$ cat config.mk
export PLATFORM = sky130hd
export DESIGN_NAME = effective_address_decoder
export DESIGN_NICKNAME = d
export VERILOG_FILES = /design/src/core/ea_decoder_pkg.sv /design/src/core/effective_address_decoder.sv /design/src/core/flag_update.sv
export SDC_FILE = /design/constraint.sdc
export NUM_CORES = 1
export LEC_CHECK = 0
export ABC_AREA = 1
export BUFFER_PORTS_ARGS = -buffer_cell sky130_fd_sc_hd__buf_2
export CORE_MARGIN = 3
export CORE_UTILIZATION = 59
export CTS_CLUSTER_SIZE = 10
export DETAILED_ROUTE_END_ITERATION = 10
export PLACE_DENSITY_LB_ADDON = 0.25
export SLEW_MARGIN = 10
export SYNTH_ARGS = -nofsm -noshare
export SYNTH_HDL_FRONTEND = slang
export SYNTH_SLANG_ARGS = --single-unit
export TNS_END_PERCENT = 10
$ cat constraint.sdc
create_clock -name aclk -period 3.74 [get_ports aclk]
set_clock_uncertainty 0.05 [all_clocks]
set_input_delay 0.374 -clock aclk [delete_from_list [all_inputs] [get_ports aclk]]
set_output_delay 0.374 -clock aclk [all_outputs]
set_load 0.05 [all_outputs]
$ cat src/core/ea_decoder_pkg.sv
// package for the effective address decoder: codes, widths, cycle counts
// assumes nothing of its surroundings beyond a single machine clock
package ea_decoder_pkg;

    // ========================================================
    // register map of the AXI4-Lite slave
    localparam logic [7:0] OFFSET_REQUEST  = 8'h00;
    localparam logic [7:0] OFFSET_OPERAND  = 8'h04;
    localparam logic [7:0] OFFSET_POINTER  = 8'h08;
    localparam logic [7:0] OFFSET_DISP     = 8'h0C;
    localparam logic [7:0] OFFSET_ACC      = 8'h10;
    localparam logic [7:0] OFFSET_ADDRESS  = 8'h14;
    localparam logic [7:0] OFFSET_COUNTS   = 8'h18;
    localparam logic [7:0] OFFSET_ACC_OUT  = 8'h1C;
    localparam logic [7:0] OFFSET_PTR_OUT  = 8'h20;
    localparam logic [7:0] OFFSET_REG_SEL  = 8'h24;

    // ========================================================
    // request register fields
    localparam int CODE_LSB      = 0;  // 5-bit addressing code
    localparam int WIDTH_LSB     = 5;  // 2-bit operand width
    localparam int LOCATION_LSB  = 7;  // 3-bit operand location
    localparam int BASE_LSB      = 10; // 4-bit listed base cycles
    localparam int BASE_LEN_LSB  = 14; // 3-bit listed base bytes
    localparam int LOW_ACT_LSB   = 17; // 2-bit bits 15..8 action
    localparam int UPPER_ACT_LSB = 19; // 2-bit upper word action
    localparam int FORM_LSB      = 21; // 1: register form, 0: memory form
    localparam int REQUEST_BITS  = 22;

    // ========================================================
    // addressing code boundaries
    localparam logic [4:0] CODE_REG_LAST  = 5'h07;
    localparam logic [4:0] CODE_IND_LAST  = 5'h0B;
    localparam logic [4:0] CODE_POST_LAST = 5'h0F;
    localparam logic [4:0] CODE_D8_LAST   = 5'h17;
    localparam logic [4:0] CODE_D16_LAST  = 5'h1B;
    localparam logic [4:0] CODE_IDX0      = 5'h1C;
    localparam logic [4:0] CODE_IDX1      = 5'h1D;
    localparam logic [4:0] CODE_PC_REL    = 5'h1E;
    localparam logic [4:0] CODE_DIRECT    = 5'h1F;

    // extension bytes and addressing cycles per form
    localparam logic [2:0] EXT_NONE = 3'h0;
    localparam logic [2:0] EXT_ONE  = 3'h1;
    localparam logic [2:0] EXT_TWO  = 3'h2;
    localparam logic [3:0] CYC_PLAIN = 4'h1;
    localparam logic [3:0] CYC_POST  = 4'h4;
    localparam logic [3:0] CYC_INDEX = 4'h2;

    // io area upper bound for the short io form
    localparam logic [23:0] IO_AREA_LAST = 24'h0000FF;

    typedef enum logic [1:0] { WIDTH_BYTE, WIDTH_WORD, WIDTH_LONG, WIDTH_SPARE } width_type;
    typedef enum logic [2:0] { LOC_REGISTER, LOC_RAM_EVEN, LOC_RAM_ODD, LOC_EXT_EVEN,
                               LOC_EXT_ODD, LOC_EXT_NARROW, LOC_SPARE6, LOC_SPARE7 } location_type;
    typedef enum logic [1:0] { LOW_NONE, LOW_ZERO, LOW_EXTEND, LOW_SPARE } low_action_type;
    typedef enum logic [1:0] { UP_NONE, UP_COPY, UP_ZERO, UP_EXTEND } upper_action_type;
    typedef enum logic [1:0] { FLAG_RESULT, FLAG_KEEP, FLAG_SET, FLAG_CLEAR } flag_action_type;

    // flag vector bit order: interrupt, stack, sticky, negative, zero, overflow, carry
    localparam int FLAG_COUNT = 7;

endpackage

$ cat src/core/effective_address_decoder.sv
// effective address decoder with an AXI4-Lite register front end
// assumes a single aclk domain; software loads operands and reads results
// Function
// - codes 00-07 pick byte, word or long register; long uses code over two
// - register form takes 00-07, memory form 08-1F always gives a memory address
// - codes 0C-0F use word registers 0-3, post-increment pointer, no extension
// - codes 10-17 add 8-bit displacement, one byte; 08-0B plain pointers
// - codes 18-1B add 16-bit displacement held in two extension bytes
// - codes 1C, 1D index word register 0 or 1 by register seven
// - code 1E is counter plus 16-bit displacement, 1F direct; two bytes
// - instruction length is base bytes plus extension bytes of the code
// - mode cycles 1 plain, 4 post-increment, 2 indexed and counter-relative
// - actual cycles are base cycles plus mode cycles plus correction
// - register and even RAM add none; odd RAM adds 0, 1, 2
// - even external adds 1,1,2; odd or narrow bus adds 1,3,6
// - accumulator used as byte, low word, or both words by width
// - byte loads zero or sign-extend accumulator bits 15 to 8
// - upper word copies old low, clears, or sign-extends low word
// - each flag follows result, stays, is set or is cleared
// - short io form reaches 000000-0000FF only; short immediate sign-extends
//
// Chosen here: the AXI4-Lite slave port and the register addresses.
`timescale 1ns/1ps
module effective_address_decoder (
    input  wire logic        aclk,           // machine clock, 200 MHz
    input  wire logic        aresetn,        // synchronous reset, active low
    input  wire logic [7:0]  s_axi_awaddr,   // write address
    input  wire logic        s_axi_awvalid,  // write address valid
    output logic             s_axi_awready,  // write address ready
    input  wire logic [31:0] s_axi_wdata,    // write data
    input  wire logic [3:0]  s_axi_wstrb,    // write byte strobes
    input  wire logic        s_axi_wvalid,   // write data valid
    output logic             s_axi_wready,   // write data ready
    output logic [1:0]       s_axi_bresp,    // write response
    output logic             s_axi_bvalid,   // write response valid
    input  wire logic        s_axi_bready,   // write response ready
    input  wire logic [7:0]  s_axi_araddr,   // read address
    input  wire logic        s_axi_arvalid,  // read address valid
    output logic             s_axi_arready,  // read address ready
    output logic [31:0]      s_axi_rdata,    // read data
    output logic [1:0]       s_axi_rresp,    // read response
    output logic             s_axi_rvalid,   // read data valid
    input  wire logic        s_axi_rready,   // read data ready
    input  wire logic [7:0]  data_bank,      // bank for memory addresses
    input  wire logic [15:0] program_counter,// program counter of the instruction
    output logic [23:0]      operand_address,// registered memory address
    output logic             stall_request   // high while cycles remain
);
    import ea_decoder_pkg::*;

    // ========================================================
    // software registers
    logic [REQUEST_BITS-1:0] request_reg;
    logic [31:0]             operand_reg;    // byte loaded, or low word result source
    logic [31:0]             pointer_reg;    // [15:0] selected word reg, [31:16] register seven
    logic [31:0]             disp_reg;       // [15:0] displacement, [23:16] short immediate
    logic [31:0]             acc_reg;        // accumulator before instruction
    logic [31:0]             flags_reg;      // [13:0] actions, [20:14] old, [27:21] result

    // decode snapshot
    logic [23:0]             address_reg;
    logic [31:0]             acc_out_reg;
    logic [15:0]             ptr_out_reg;
    logic [7:0]              counts_reg;     // total cycles
    logic [3:0]              length_reg;
    logic [6:0]              flags_out_reg;
    logic                    mem_flag_reg;
    logic                    form_err_reg;

    // countdown and strobe
    logic [7:0]              stall_reg;
    logic                    go_reg;

    // ========================================================
    // request field selection
    wire  [4:0] code        = request_reg[CODE_LSB +: 5];
    wire  [1:0] width       = request_reg[WIDTH_LSB +: 2];
    wire  [2:0] location    = request_reg[LOCATION_LSB +: 3];
    wire  [3:0] base_cycles = request_reg[BASE_LSB +: 4];
    wire  [2:0] base_bytes  = request_reg[BASE_LEN_LSB +: 3];
    wire  [1:0] low_act     = request_reg[LOW_ACT_LSB +: 2];
    wire  [1:0] up_act      = request_reg[UPPER_ACT_LSB +: 2];
    wire        reg_form    = request_reg[FORM_LSB];

    // mode classification by code range
    wire is_reg_direct = (code <= CODE_REG_LAST);
    wire is_plain_ind  = !is_reg_direct && (code <= CODE_IND_LAST);
    wire is_post_inc   = (code > CODE_IND_LAST) && (code <= CODE_POST_LAST);
    wire is_short_displacement      = (code > CODE_POST_LAST) && (code <= CODE_D8_LAST);
    wire is_long_displacement     = (code > CODE_D8_LAST) && (code <= CODE_D16_LAST);
    wire is_indexed    = (code == CODE_IDX0) || (code == CODE_IDX1);
    wire is_pc_rel     = (code == CODE_PC_REL);
    wire is_direct     = (code == CODE_DIRECT);

    // register form only takes 00-07; memory form only 08-1F
    wire form_error    = reg_form ? !is_reg_direct : is_reg_direct;

    // register number presented to the register file
    wire [2:0] reg_number  = (width == 2'(WIDTH_LONG)) ? {1'b0, code[2:1]} : code[2:0];

    // extension bytes and addressing cycles
    wire [2:0] ext_bytes = is_short_displacement ? EXT_ONE :
                           (is_long_displacement || is_pc_rel || is_direct) ? EXT_TWO :
                           EXT_NONE;

    wire [3:0] mode_cycles = is_reg_direct ? 4'h0 :
                             is_post_inc ? CYC_POST :
                             (is_indexed || is_pc_rel) ? CYC_INDEX :
                             CYC_PLAIN;

    // correction by width and operand location
    wire       odd_ram   = (location == 3'(LOC_RAM_ODD));
    wire       ext_even  = (location == 3'(LOC_EXT_EVEN));
    wire       ext_slow  = (location == 3'(LOC_EXT_ODD)) || (location == 3'(LOC_EXT_NARROW));

    wire [2:0] corr_ram  = (width == 2'(WIDTH_BYTE)) ? 3'h0 :
                           (width == 2'(WIDTH_WORD)) ? 3'h1 : 3'h2;
    wire [2:0] corr_even = (width == 2'(WIDTH_LONG)) ? 3'h2 : 3'h1;

    wire [2:0] corr_slow = (width == 2'(WIDTH_BYTE)) ? 3'h1 :
                           (width == 2'(WIDTH_WORD)) ? 3'h3 : 3'h6;

    wire [2:0] correction = odd_ram ? corr_ram : ext_even ? corr_even :
                            ext_slow ? corr_slow : 3'h0;

    // totals
    wire [7:0] total_cycles = 8'(base_cycles) + 8'(mode_cycles) + 8'(correction);
    wire [3:0] total_length = 4'(base_bytes) + 4'(ext_bytes);

    // ========================================================
    // address forming; pointer arithmetic wraps in 16 bits
    wire [15:0] ptr_word  = pointer_reg[15:0];
    wire [15:0] idx_word  = pointer_reg[31:16];                                    // register seven

    wire [15:0] disp_full = disp_reg[15:0];
    wire [15:0] disp_short = {{8{disp_full[7]}}, disp_full[7:0]};

    wire [15:0] offset_word =
        is_short_displacement   ? 16'(ptr_word + disp_short) :
        is_long_displacement  ? 16'(ptr_word + disp_full) :
        is_indexed ? 16'(ptr_word + idx_word) :
        is_pc_rel  ? 16'(program_counter + disp_full) :
        is_direct  ? disp_full : ptr_word;
    wire [23:0] ea_next = {data_bank, offset_word};

    wire [2:0]  step    = (width == 2'(WIDTH_BYTE)) ? 3'h1 :
                          (width == 2'(WIDTH_WORD)) ? 3'h2 : 3'h4;

    wire [15:0] ptr_next = is_post_inc ? 16'(ptr_word + 16'(step)) : ptr_word;

    // short io form and short immediate extension, offered on read
    wire        io_hit   = ({16'h0000, disp_full[7:0]} <= IO_AREA_LAST);
    wire [15:0] imm_ext  = {{8{disp_reg[23]}}, disp_reg[23:16]};

    // ========================================================
    // accumulator update by width and transfer actions
    wire [15:0] low_old  = acc_reg[15:0];
    wire [7:0]  load_b   = operand_reg[7:0];

    wire [7:0]  hi_byte  = (low_act == 2'(LOW_ZERO)) ? 8'h00 :
                           (low_act == 2'(LOW_EXTEND)) ? {8{load_b[7]}} : low_old[15:8];
    wire [15:0] low_new  = (width == 2'(WIDTH_BYTE)) ? {hi_byte, load_b} :
                           operand_reg[15:0];

    wire [15:0] up_keep  = (width == 2'(WIDTH_LONG)) ? operand_reg[31:16] : acc_reg[31:16];
    wire [15:0] up_new   = (up_act == 2'(UP_COPY)) ? low_old :
                           (up_act == 2'(UP_ZERO)) ? 16'h0000 :
                           (up_act == 2'(UP_EXTEND)) ? {16{low_new[15]}} : up_keep;
    wire [31:0] acc_next = {up_new, low_new};

    // flag cells
    wire [6:0] flags_next;
    genvar gi;
    generate
        for (gi = 0; gi < FLAG_COUNT; gi = gi + 1) begin : g_flag
            flag_update u_flag (
                .action    (flags_reg[2*gi +: 2]),
                .old_value (flags_reg[14 + gi]),
                .result    (flags_reg[21 + gi]),
                .new_value (flags_next[gi])
            );
        end
    endgenerate

    // ========================================================
    // AXI4-Lite write channel: take address and data in either order
    logic       aw_held_reg;
    logic       w_held_reg;
    logic [7:0] aw_addr_reg;
    logic [31:0] w_data_reg;
    logic [3:0] w_strb_reg;

    // busy while b is out
    assign s_axi_awready = !aw_held_reg && !s_axi_bvalid;
    assign s_axi_wready  = !w_held_reg && !s_axi_bvalid;

    wire aw_take   = s_axi_awvalid && s_axi_awready;
    wire w_take    = s_axi_wvalid && s_axi_wready;
    wire aw_have   = aw_held_reg || aw_take;
    wire w_have    = w_held_reg || w_take;
    wire wr_fire   = aw_have && w_have;

    wire [7:0]  wr_addr = aw_held_reg ? aw_addr_reg : s_axi_awaddr;
    wire [31:0] wr_data = w_held_reg ? w_data_reg : s_axi_wdata;
    wire [3:0]  wr_strb = w_held_reg ? w_strb_reg : s_axi_wstrb;
    wire [31:0] wr_mask = {{8{wr_strb[3]}}, {8{wr_strb[2]}}, {8{wr_strb[1]}}, {8{wr_strb[0]}}};

    wire wr_writable = (wr_addr == OFFSET_REQUEST) || (wr_addr == OFFSET_OPERAND) ||
                       (wr_addr == OFFSET_POINTER) || (wr_addr == OFFSET_DISP) ||
                       (wr_addr == OFFSET_ACC) || (wr_addr == OFFSET_REG_SEL);

    // a request write starts a decode one cycle later
    function automatic logic [31:0] merge(input logic [31:0] old, input logic [31:0] nw,
                                          input logic [31:0] mask);
        merge = (old & ~mask) | (nw & mask);
    endfunction

    always_ff @(posedge aclk) begin
        if (!aresetn) begin
            aw_held_reg <= 1'b0;
            w_held_reg  <= 1'b0;
            aw_addr_reg <= 8'h00;
            w_data_reg  <= 32'h00000000;
            w_strb_reg  <= 4'h0;
            s_axi_bvalid <= 1'b0;
            s_axi_bresp  <= 2'h0;
        end else begin
            if (aw_take && !wr_fire) aw_held_reg <= 1'b1;
            if (w_take && !wr_fire) w_held_reg <= 1'b1;
            if (aw_take) aw_addr_reg <= s_axi_awaddr;
            if (w_take) begin
                w_data_reg <= s_axi_wdata;
                w_strb_reg <= s_axi_wstrb;
            end
            if (wr_fire) begin
                aw_held_reg  <= 1'b0;
                w_held_reg   <= 1'b0;
                s_axi_bvalid <= 1'b1;
                s_axi_bresp  <= wr_writable ? 2'h0 : 2'h2;    // slverr on unmapped or read-only
            end else if (s_axi_bready) begin
                s_axi_bvalid <= 1'b0;
            end
        end
    end

    // software register storage
    always_ff @(posedge aclk) begin
        if (!aresetn) begin
            request_reg <= '0;
            operand_reg <= 32'h00000000;
            pointer_reg <= 32'h00000000;
            disp_reg    <= 32'h00000000;
            acc_reg     <= 32'h00000000;
            flags_reg   <= 32'h00000000;
            go_reg      <= 1'b0;
        end else begin
            go_reg <= wr_fire && (wr_addr == OFFSET_REQUEST);

            if (wr_fire && wr_addr == OFFSET_REQUEST)
                request_reg <= REQUEST_BITS'(merge(32'(request_reg), wr_data, wr_mask));
            if (wr_fire && wr_addr == OFFSET_OPERAND)
                operand_reg <= merge(operand_reg, wr_data, wr_mask);
            if (wr_fire && wr_addr == OFFSET_POINTER)
                pointer_reg <= merge(pointer_reg, wr_data, wr_mask);
            if (wr_fire && wr_addr == OFFSET_DISP)
                disp_reg <= merge(disp_reg, wr_data, wr_mask);
            if (wr_fire && wr_addr == OFFSET_ACC)
                acc_reg <= merge(acc_reg, wr_data, wr_mask);
            if (wr_fire && wr_addr == OFFSET_REG_SEL)
                flags_reg <= merge(flags_reg, wr_data, wr_mask);
        end
    end

    // ========================================================
    // decode results and stall counter
    // results update only on go so software sees a stable snapshot
    always_ff @(posedge aclk) begin
        if (!aresetn) begin
            address_reg   <= 24'h000000;
            acc_out_reg   <= 32'h00000000;
            ptr_out_reg   <= 16'h0000;
            counts_reg    <= 8'h00;
            length_reg    <= 4'h0;
            flags_out_reg <= 7'h00;
            mem_flag_reg  <= 1'b0;
            form_err_reg  <= 1'b0;
            stall_reg     <= 8'h00;
        end else if (go_reg) begin
            address_reg   <= is_reg_direct ? 24'h000000 : ea_next;
            acc_out_reg   <= acc_next;
            ptr_out_reg   <= ptr_next;
            counts_reg    <= total_cycles;
            length_reg    <= total_length;
            flags_out_reg <= flags_next;
            mem_flag_reg  <= !is_reg_direct;
            form_err_reg  <= form_error;
            stall_reg     <= total_cycles;
        end else if (stall_reg != 8'h00) begin
            stall_reg <= 8'(stall_reg - 8'h01);
        end
    end

    // outputs from flops
    assign operand_address = address_reg;
    assign stall_request   = (stall_reg != 8'h00);

    // ========================================================
    // AXI4-Lite read channel
    assign s_axi_arready = !s_axi_rvalid;
    wire rd_take = s_axi_arvalid && s_axi_arready;

    wire [31:0] rd_value =
        (s_axi_araddr == OFFSET_REQUEST) ? 32'(request_reg) :
        (s_axi_araddr == OFFSET_OPERAND) ? operand_reg :
        (s_axi_araddr == OFFSET_POINTER) ? pointer_reg :
        (s_axi_araddr == OFFSET_DISP)    ? disp_reg :
        (s_axi_araddr == OFFSET_ACC)     ? acc_reg :
        (s_axi_araddr == OFFSET_ADDRESS) ? {8'h00, address_reg} :
        (s_axi_araddr == OFFSET_COUNTS)  ? {imm_ext, 1'b0, io_hit, form_err_reg, mem_flag_reg,
                                            length_reg, counts_reg} :
        (s_axi_araddr == OFFSET_ACC_OUT) ? acc_out_reg :
        (s_axi_araddr == OFFSET_PTR_OUT) ? {6'h00, flags_out_reg, reg_number, ptr_out_reg} :
        (s_axi_araddr == OFFSET_REG_SEL) ? flags_reg : 32'h00000000;

    wire rd_mapped = (s_axi_araddr <= OFFSET_REG_SEL) && (s_axi_araddr[1:0] == 2'h0);

    always_ff @(posedge aclk) begin
        if (!aresetn) begin
            s_axi_rvalid <= 1'b0;
            s_axi_rdata  <= 32'h00000000;
            s_axi_rresp  <= 2'h0;
        end else if (rd_take) begin
            s_axi_rvalid <= 1'b1;
            s_axi_rdata  <= rd_value;
            s_axi_rresp  <= rd_mapped ? 2'h0 : 2'h2;
        end else if (s_axi_rready) begin
            s_axi_rvalid <= 1'b0;
        end
    end
endmodule // effective_address_decoder

$ cat src/core/flag_update.sv
// one flag update cell: picks new flag value from its action code
// assumes action and result come from the same clock domain
`timescale 1ns/1ps
module flag_update (
    input  wire logic [1:0] action,     // flag action code
    input  wire logic       old_value,  // flag before the instruction
    input  wire logic       result,     // flag as computed from the result
    output logic            new_value   // flag after the instruction
);
    import ea_decoder_pkg::*;

    // result, keep, force set, force clear
    assign new_value = (action == 2'(FLAG_RESULT)) ? result :
                       (action == 2'(FLAG_KEEP))   ? old_value :
                       (action == 2'(FLAG_SET));
endmodule // flag_update

==> results of run 1 <==
[worst reg2reg max path, cell delays in order, from the launching register on]
cell and delay (ns):
dfxtp_1 0.37, inv_1 0.14, nand2_1 0.09, inv_1 0.07, ha_1 0.15, inv_1 0.07, fa_1 0.40, or2_2 0.32
nand2_1 0.09, nand3_1 0.08, nor2_1 0.16, nand2_1 0.13, nor3_1 0.31, nand3_1 0.15, nor2_1 0.14, a21oi_1 0.07
o21ai_0 0.12, nand2_1 0.07
[report_power, final]
| group | leakage (nW) | internal [mW] | total [mW] | switching (mW) |
|---|---|---|---|---|
| registers | 2.94 | 4.00 | 4.07 | 0.0740 |
| logic | 5.97 | 0.299 | 1.29 | 0.994 |
| clock network | 0.584 | 2.13 | 3.75 | 1.62 |
| total | 9.49 | 6.43 | 9.11 | 2.68 |
[worst max-delay path by stage]
stage / slack, ns / to
CTS: 0.75 / register
global route: 0.39 / ptr_out_reg[12]
finish: 0.66 / ptr_out_reg[12]
detailed placement: 0.77 / register
floorplan: 0.80 / stall_reg[2]
global placement: 0.81 / stall_reg[2]
[timing repair]
item | in CTS | in global routing
hold buffers | 8 | 0
endpoints found under the hold margin | 8 | 0
gates resized for setup | 0 | 0
[cell type report]
cell class                      instances  area [µm²]
Inverter                              432        1620
Antenna cell                            1        2.50
Sequential cell                       363        7270
Tap cell                              448         561
Fill cell                            3039       11100
Clock inverter                          4        42.5
Clock buffer                           50        1140
Multi-Input combinational cell       2024       10800
Timing Repair Buffer                  197        1150
[Yosys cell counts, types with 4 or more instances]
cell type,n,area share (%)
a211oi_1,35,1.3
a211oi_2,21,1.3
a21o_1,6,0.22
a21oi_1,375,9.3
a221oi_1,14,0.61
a31oi_1,10,0.31
a32o_1,4,0.20
a41oi_1,11,0.48
buf_2,28,0.69
buf_6,4,0.22
clkbuf_1,103,1.9
clkinv_1,4,0.074
dfxtp_1,363,36
fa_1,9,0.89
ha_1,61,3.8
inv_1,425,7.9
nand2_1,548,10
nand2_2,6,0.19
nand3_1,104,2.6
nand3_2,15,0.74
nand3b_1,7,0.26
nand4_1,39,1.2
nor2_1,206,3.8
nor3_1,31,0.77
o2111ai_1,5,0.22
o211ai_1,19,0.70
o21ai_0,353,8.7
o21ai_1,23,0.57
o22ai_1,33,1.0
o32ai_1,9,0.39
or2_2,6,0.19
xnor2_1,12,0.52
xor2_1,18,0.78
[per-layer routing]
layer  part of all wire, %  track usage, %  vias up
met5                 0.016               0        -
met4                   5.8            20.8        2
met3                    14            13.7      277
met2                    41            63.1     1642
met1                    40            60.2    10100
li1                      -               -    10100
[logic make-up (layout without fill, tap and decap cells)]
group	count (synthesis)	count (layout)	share of synthesized area, %
simple gates	978	978	20.7
compound gates	941	941	26.3
buf+inv	573	683	11.0
flops	363	363	35.9
fa+ha+maj	70	70	4.66
xor+xnor	30	30	1.30
mux	3	3	0.154
other cells	1	3	0.0185
==> metrics.txt, run 1 <==
worst path required time=a little over 4 ns; Slowest-stage cell, CP=fa_1; cts bufs inserted=43; Placer Congestion=1.09; reg2reg setup slack=0.66 ns; fmax=~320 MHz; global-route wire length before repair=122,000 µm; Clock Latency Late Sink=roughly 0.56 ns; Non-Filler Instances=3,519; count of buffer and inverter cells on the critical path=3; DRT Wirelength=just over 80,000 µm; final core occ=approximately 67%; vias=roughly 22,000; worst-path cell chain=inv_1 -> nand2_1 -> inv_1 -> ha_1 -> inv_1 -> fa_1 -> or2_2 -> nand2_1 -> nand3_1 -> nor2_1 -> nand2_1 -> nor3_1 -> nand3_1 -> nor2_1 -> a21oi_1 -> o21ai_0 -> nand2_1; vias in the first global route=20,200; R2R cell count=17; DRT antenna net count=0; most used cell, CP=nand2_1; IR drop worst, VDD=between 400 and 500 µV; Hold WC Path Type=in2reg; Root Buffer=clkbuf_16; worst slew pin tran=1.21 ns; highest cell delay on the worst timing path=~0.40 ns; Setup CP Type=reg2reg; Rel. slew slack=18.8%; clk slew on worst S/H paths=roughly 0.06 ns; die height=between 150 and 200 µm; setup bufs post-CTS=0; H-tree Lvls=2; Syn Area/Cell=6.85 µm²; Hold Path Sink=w_data_reg[30]; global-route total usage across every layer=44.0%; worst r2r dst=ptr_out_reg[12]; Slew Limit Fails=0; mapped cell area=slightly above 20,000 µm²; Detailed Route Iter0 Violations=around 3,200; commonest non-fill, non-tap cell in the layout=nand2_1; Syn Inst Count=2,959; largest net degree at the start of global routing=approximately 160; register area share after synthesis=35.9%; Data arrival, critical path=~3.5 ns; row cnt=67; status=complete, no violations; CP Launch Type=register; Wirelength per Cell=~23 µm; clk buf depth=3; total negative setup slack=0 ns; Initial Util=60.1%; Hold Path Origin=s_axi_wdata[30]; Leak Pwr=~9.5 nW; hpwl dp=between 60,000 and 70,000 µm; I/O pin count=between 100 and 150; Fin. Hold Viols=0; pwr dens=roughly 400 nW/µm²; fin area=between 20,000 and 25,000 µm²; final setup margin=roughly 0.66 ns; synth-to-layout area growth=11.4%; Setup Viol. Count Final=0; layout cells sized above 1=between 10% and 20%; Async S/R FF share, synth=0%; Pre-antenna DRT Iters=6; # clock sinks=around 360; core area=around 34,000 µm²; RSZ-0062 raised after global routing=false; initial antenna violation count=2; period utilisation layout=82.5%; Port Buf Inserts=about 150; synthesis-stage register bit count=~360; post-layout total power=a little over 9 mW; Die ar.=roughly 37,000 µm²; # placed instances=3,456; Yosys warnings=0; via density per instance=between 6 and 7; top_reg_cell synth=dfxtp_1; minimum clock period=between 3 and 4 ns; Top delay family on crit path=simple AND/OR/NAND/NOR gates; Layout Nets=~3,200; Unique masters post-synth=61; Hold Slack=~0.022 ns; Critical Path Stages=17; CTS tree=done; Die X=191 µm; most frequent cells in the layout=548 x nand2_1, 425 x inv_1, 375 x a21oi_1; Crit Path Max Fanout=6; area post-placement=approximately 21,000 µm²; maxcap violations=0; grt ovf=0; hold path cells=3; post-place setup slack=just under 0.8 ns; nature of the critical path endpoint=register; DRC=0; Post-synth EDFFs=0
(Power assumes the default switching activity.)
==> run 2: changes to the inputs <==
==> constraint.sdc (replaced) <==
create_clock -name aclk -period 3.2 [get_ports aclk]
set_clock_uncertainty 0.05 [all_clocks]
set_input_delay 0.32 -clock aclk [delete_from_list [all_inputs] [get_ports aclk]]
set_output_delay 0.32 -clock aclk [all_outputs]
set_load 0.05 [all_outputs]
==> metrics.txt, run 2 (synthesized netlist as in run 1, its figures left out) <==
layout cells sized above 1=10.9%; worst r2r dst=ptr_out_reg[12]; Die X=between 150 and 200 µm; CTS tree=done; I/O pin count=around 150; status=complete, no violations; RSZ-0062 raised after global routing=false; die height=191 µm; nature of the critical path endpoint=register; Slowest-stage cell, CP=fa_1; largest net degree at the start of global routing=between 100 and 150; IR drop worst, VDD=444 µV; Hold Path Origin=s_axi_wdata[9]; DRC=0; Pre-antenna DRT Iters=7; period utilisation layout=approximately 90%; worst path required time=3.61 ns; Placer Congestion=~1.1; core area=between 30,000 and 40,000 µm²; hpwl dp=slightly above 60,000 µm; most used cell, CP=nand2_1; setup bufs post-CTS=0; reg2reg setup slack=just over 0.3 ns; global-route wire length before repair=123,000 µm; initial antenna violation count=3; Setup CP Type=reg2reg; minimum clock period=2.90 ns; vias in the first global route=between 20,000 and 25,000; pwr dens=~460 nW/µm²; DRT Wirelength=approximately 83,000 µm; Hold WC Path Type=in2reg; commonest non-fill, non-tap cell in the layout=nand2_1; Initial Util=60.1%; cts bufs inserted=43; post-place setup slack=slightly above 0.2 ns; grt ovf=0; total negative setup slack=0 ns; CP Launch Type=register; Port Buf Inserts=~150; Detailed Route Iter0 Violations=between 3,000 and 4,000; worst slew pin tran=1.09 ns; clk slew on worst S/H paths=around 0.060 ns; most frequent cells in the layout=548 x nand2_1, 425 x inv_1, 375 x a21oi_1; row cnt=67; # clock sinks=~360; global-route total usage across every layer=between 40% and 50%; clk buf depth=3; vias=roughly 23,000; Data arrival, critical path=around 3.3 ns; fmax=roughly 350 MHz; Wirelength per Cell=about 23 µm; final setup margin=about 0.3 ns; highest cell delay on the worst timing path=roughly 0.40 ns; Leak Pwr=a little under 10 nW; Fin. Hold Viols=0; maxcap violations=0; fin area=roughly 23,000 µm²; synth-to-layout area growth=13.7%; area post-placement=between 20,000 and 25,000 µm²; Layout Nets=~3,300; Slew Limit Fails=0; hold path cells=3; Die ar.=roughly 37,000 µm²; H-tree Lvls=2; Setup Viol. Count Final=0; worst-path cell chain=inv_1 -> nand2_1 -> inv_1 -> ha_1 -> inv_1 -> fa_1 -> or2_2 -> nand2_1 -> nand3_1 -> nor2_1 -> nand2_1 -> nor3_2 -> nand3_1 -> nor2_1 -> a21oi_1 -> o21ai_0 -> nand2_1; Hold Path Sink=w_data_reg[9]; R2R cell count=17; Rel. slew slack=a little over a quarter; Clock Latency Late Sink=0.58 ns; Crit Path Max Fanout=6; DRT antenna net count=0; via density per instance=6.31; Root Buffer=clkbuf_16
-- run 2: cell types whose count changed in the layout (fill, tap and decap cells not counted), sizes merged --
cell and delta:
buf +27, diode +1, clkinvlp +1, clkbuf -1, dlygate4sd3 +25, clkinv -3
inv +4
-- run 2: critical path, delay by kind of cell (launching register included) --
family | cells | cell delay [ns]
AOI/OAI and AO/OA | 2 | 0.19
and+or+nand+nor | 10 | 1.37
buffers and inverters | 3 | 0.28
DFF | 1 | 0.36
adders and majority gates | 2 | 0.55
-- run 2: through the flow --
step	utilization [%]	hold slack (ns)	power [mW]	instances
2_1_floorplan	-	0.369	5.77	2960
3_5_place_dp	63.9	0.387	6.30	3483
4_1_cts	68.3	0.00202	10.6	3571
3_3_place_gp	63.9	0.381	6.26	3483
5_1_grt	68.3	0.0268	10.9	3571
6_report	68.4	0.000208	10.7	3573
-- run 2: worst max-delay path by stage --
stage | startpoint | slack, ns | endpoint | cells after the start
2_1_floorplan | register | 0.26 | stall_reg[2] | 11
3_3_place_gp | register | 0.25 | stall_reg[2] | 12
3_5_place_dp | register | 0.21 | stall_reg[2] | 12
4_1_cts | register | 0.20 | stall_reg[2] | 12
5_1_grt | register | 0.0009 | ptr_out_reg[12] | 17
6_report | register | 0.30 | ptr_out_reg[12] | 17
-- run 2: final cells by class --
class / count / area (µm²)
repair buffers: 249 / 1630
diodes: 2 / 5.00
clock inverters: 6 / 66.3
flip-flops and latches: 363 / 7270
multi-input cells: 2024 / 10800
well taps: 448 / 561
clock buffers: 49 / 1100
inverters: 432 / 1620
fillers: 3006 / 10700
-- run 2: where the power goes --
part | internal (mW) | switching [mW]
logic | 0.386 | 1.17
clock network | 2.43 | 1.95
registers | 4.67 | 0.0899
total | 7.49 | 3.21
-- run 2: metal layers --
metal / track usage (%) / up-vias / routed length [µm]
li1: - / 10200 / -
met3: 12.5 / 302 / 12100
met4: 22.4 / 4 / 5170
met1: 60.9 / 10300 / 32500
met5: 0 / - / 15
met2: 63.0 / 1728 / 33400
-- run 2: repair_timing --
item / in CTS / in global routing
resized for setup: 0 / 2
hold buffers: 33 / 0
setup endpoints to repair: 0 / 2
hold endpoints to repair: 33 / 0
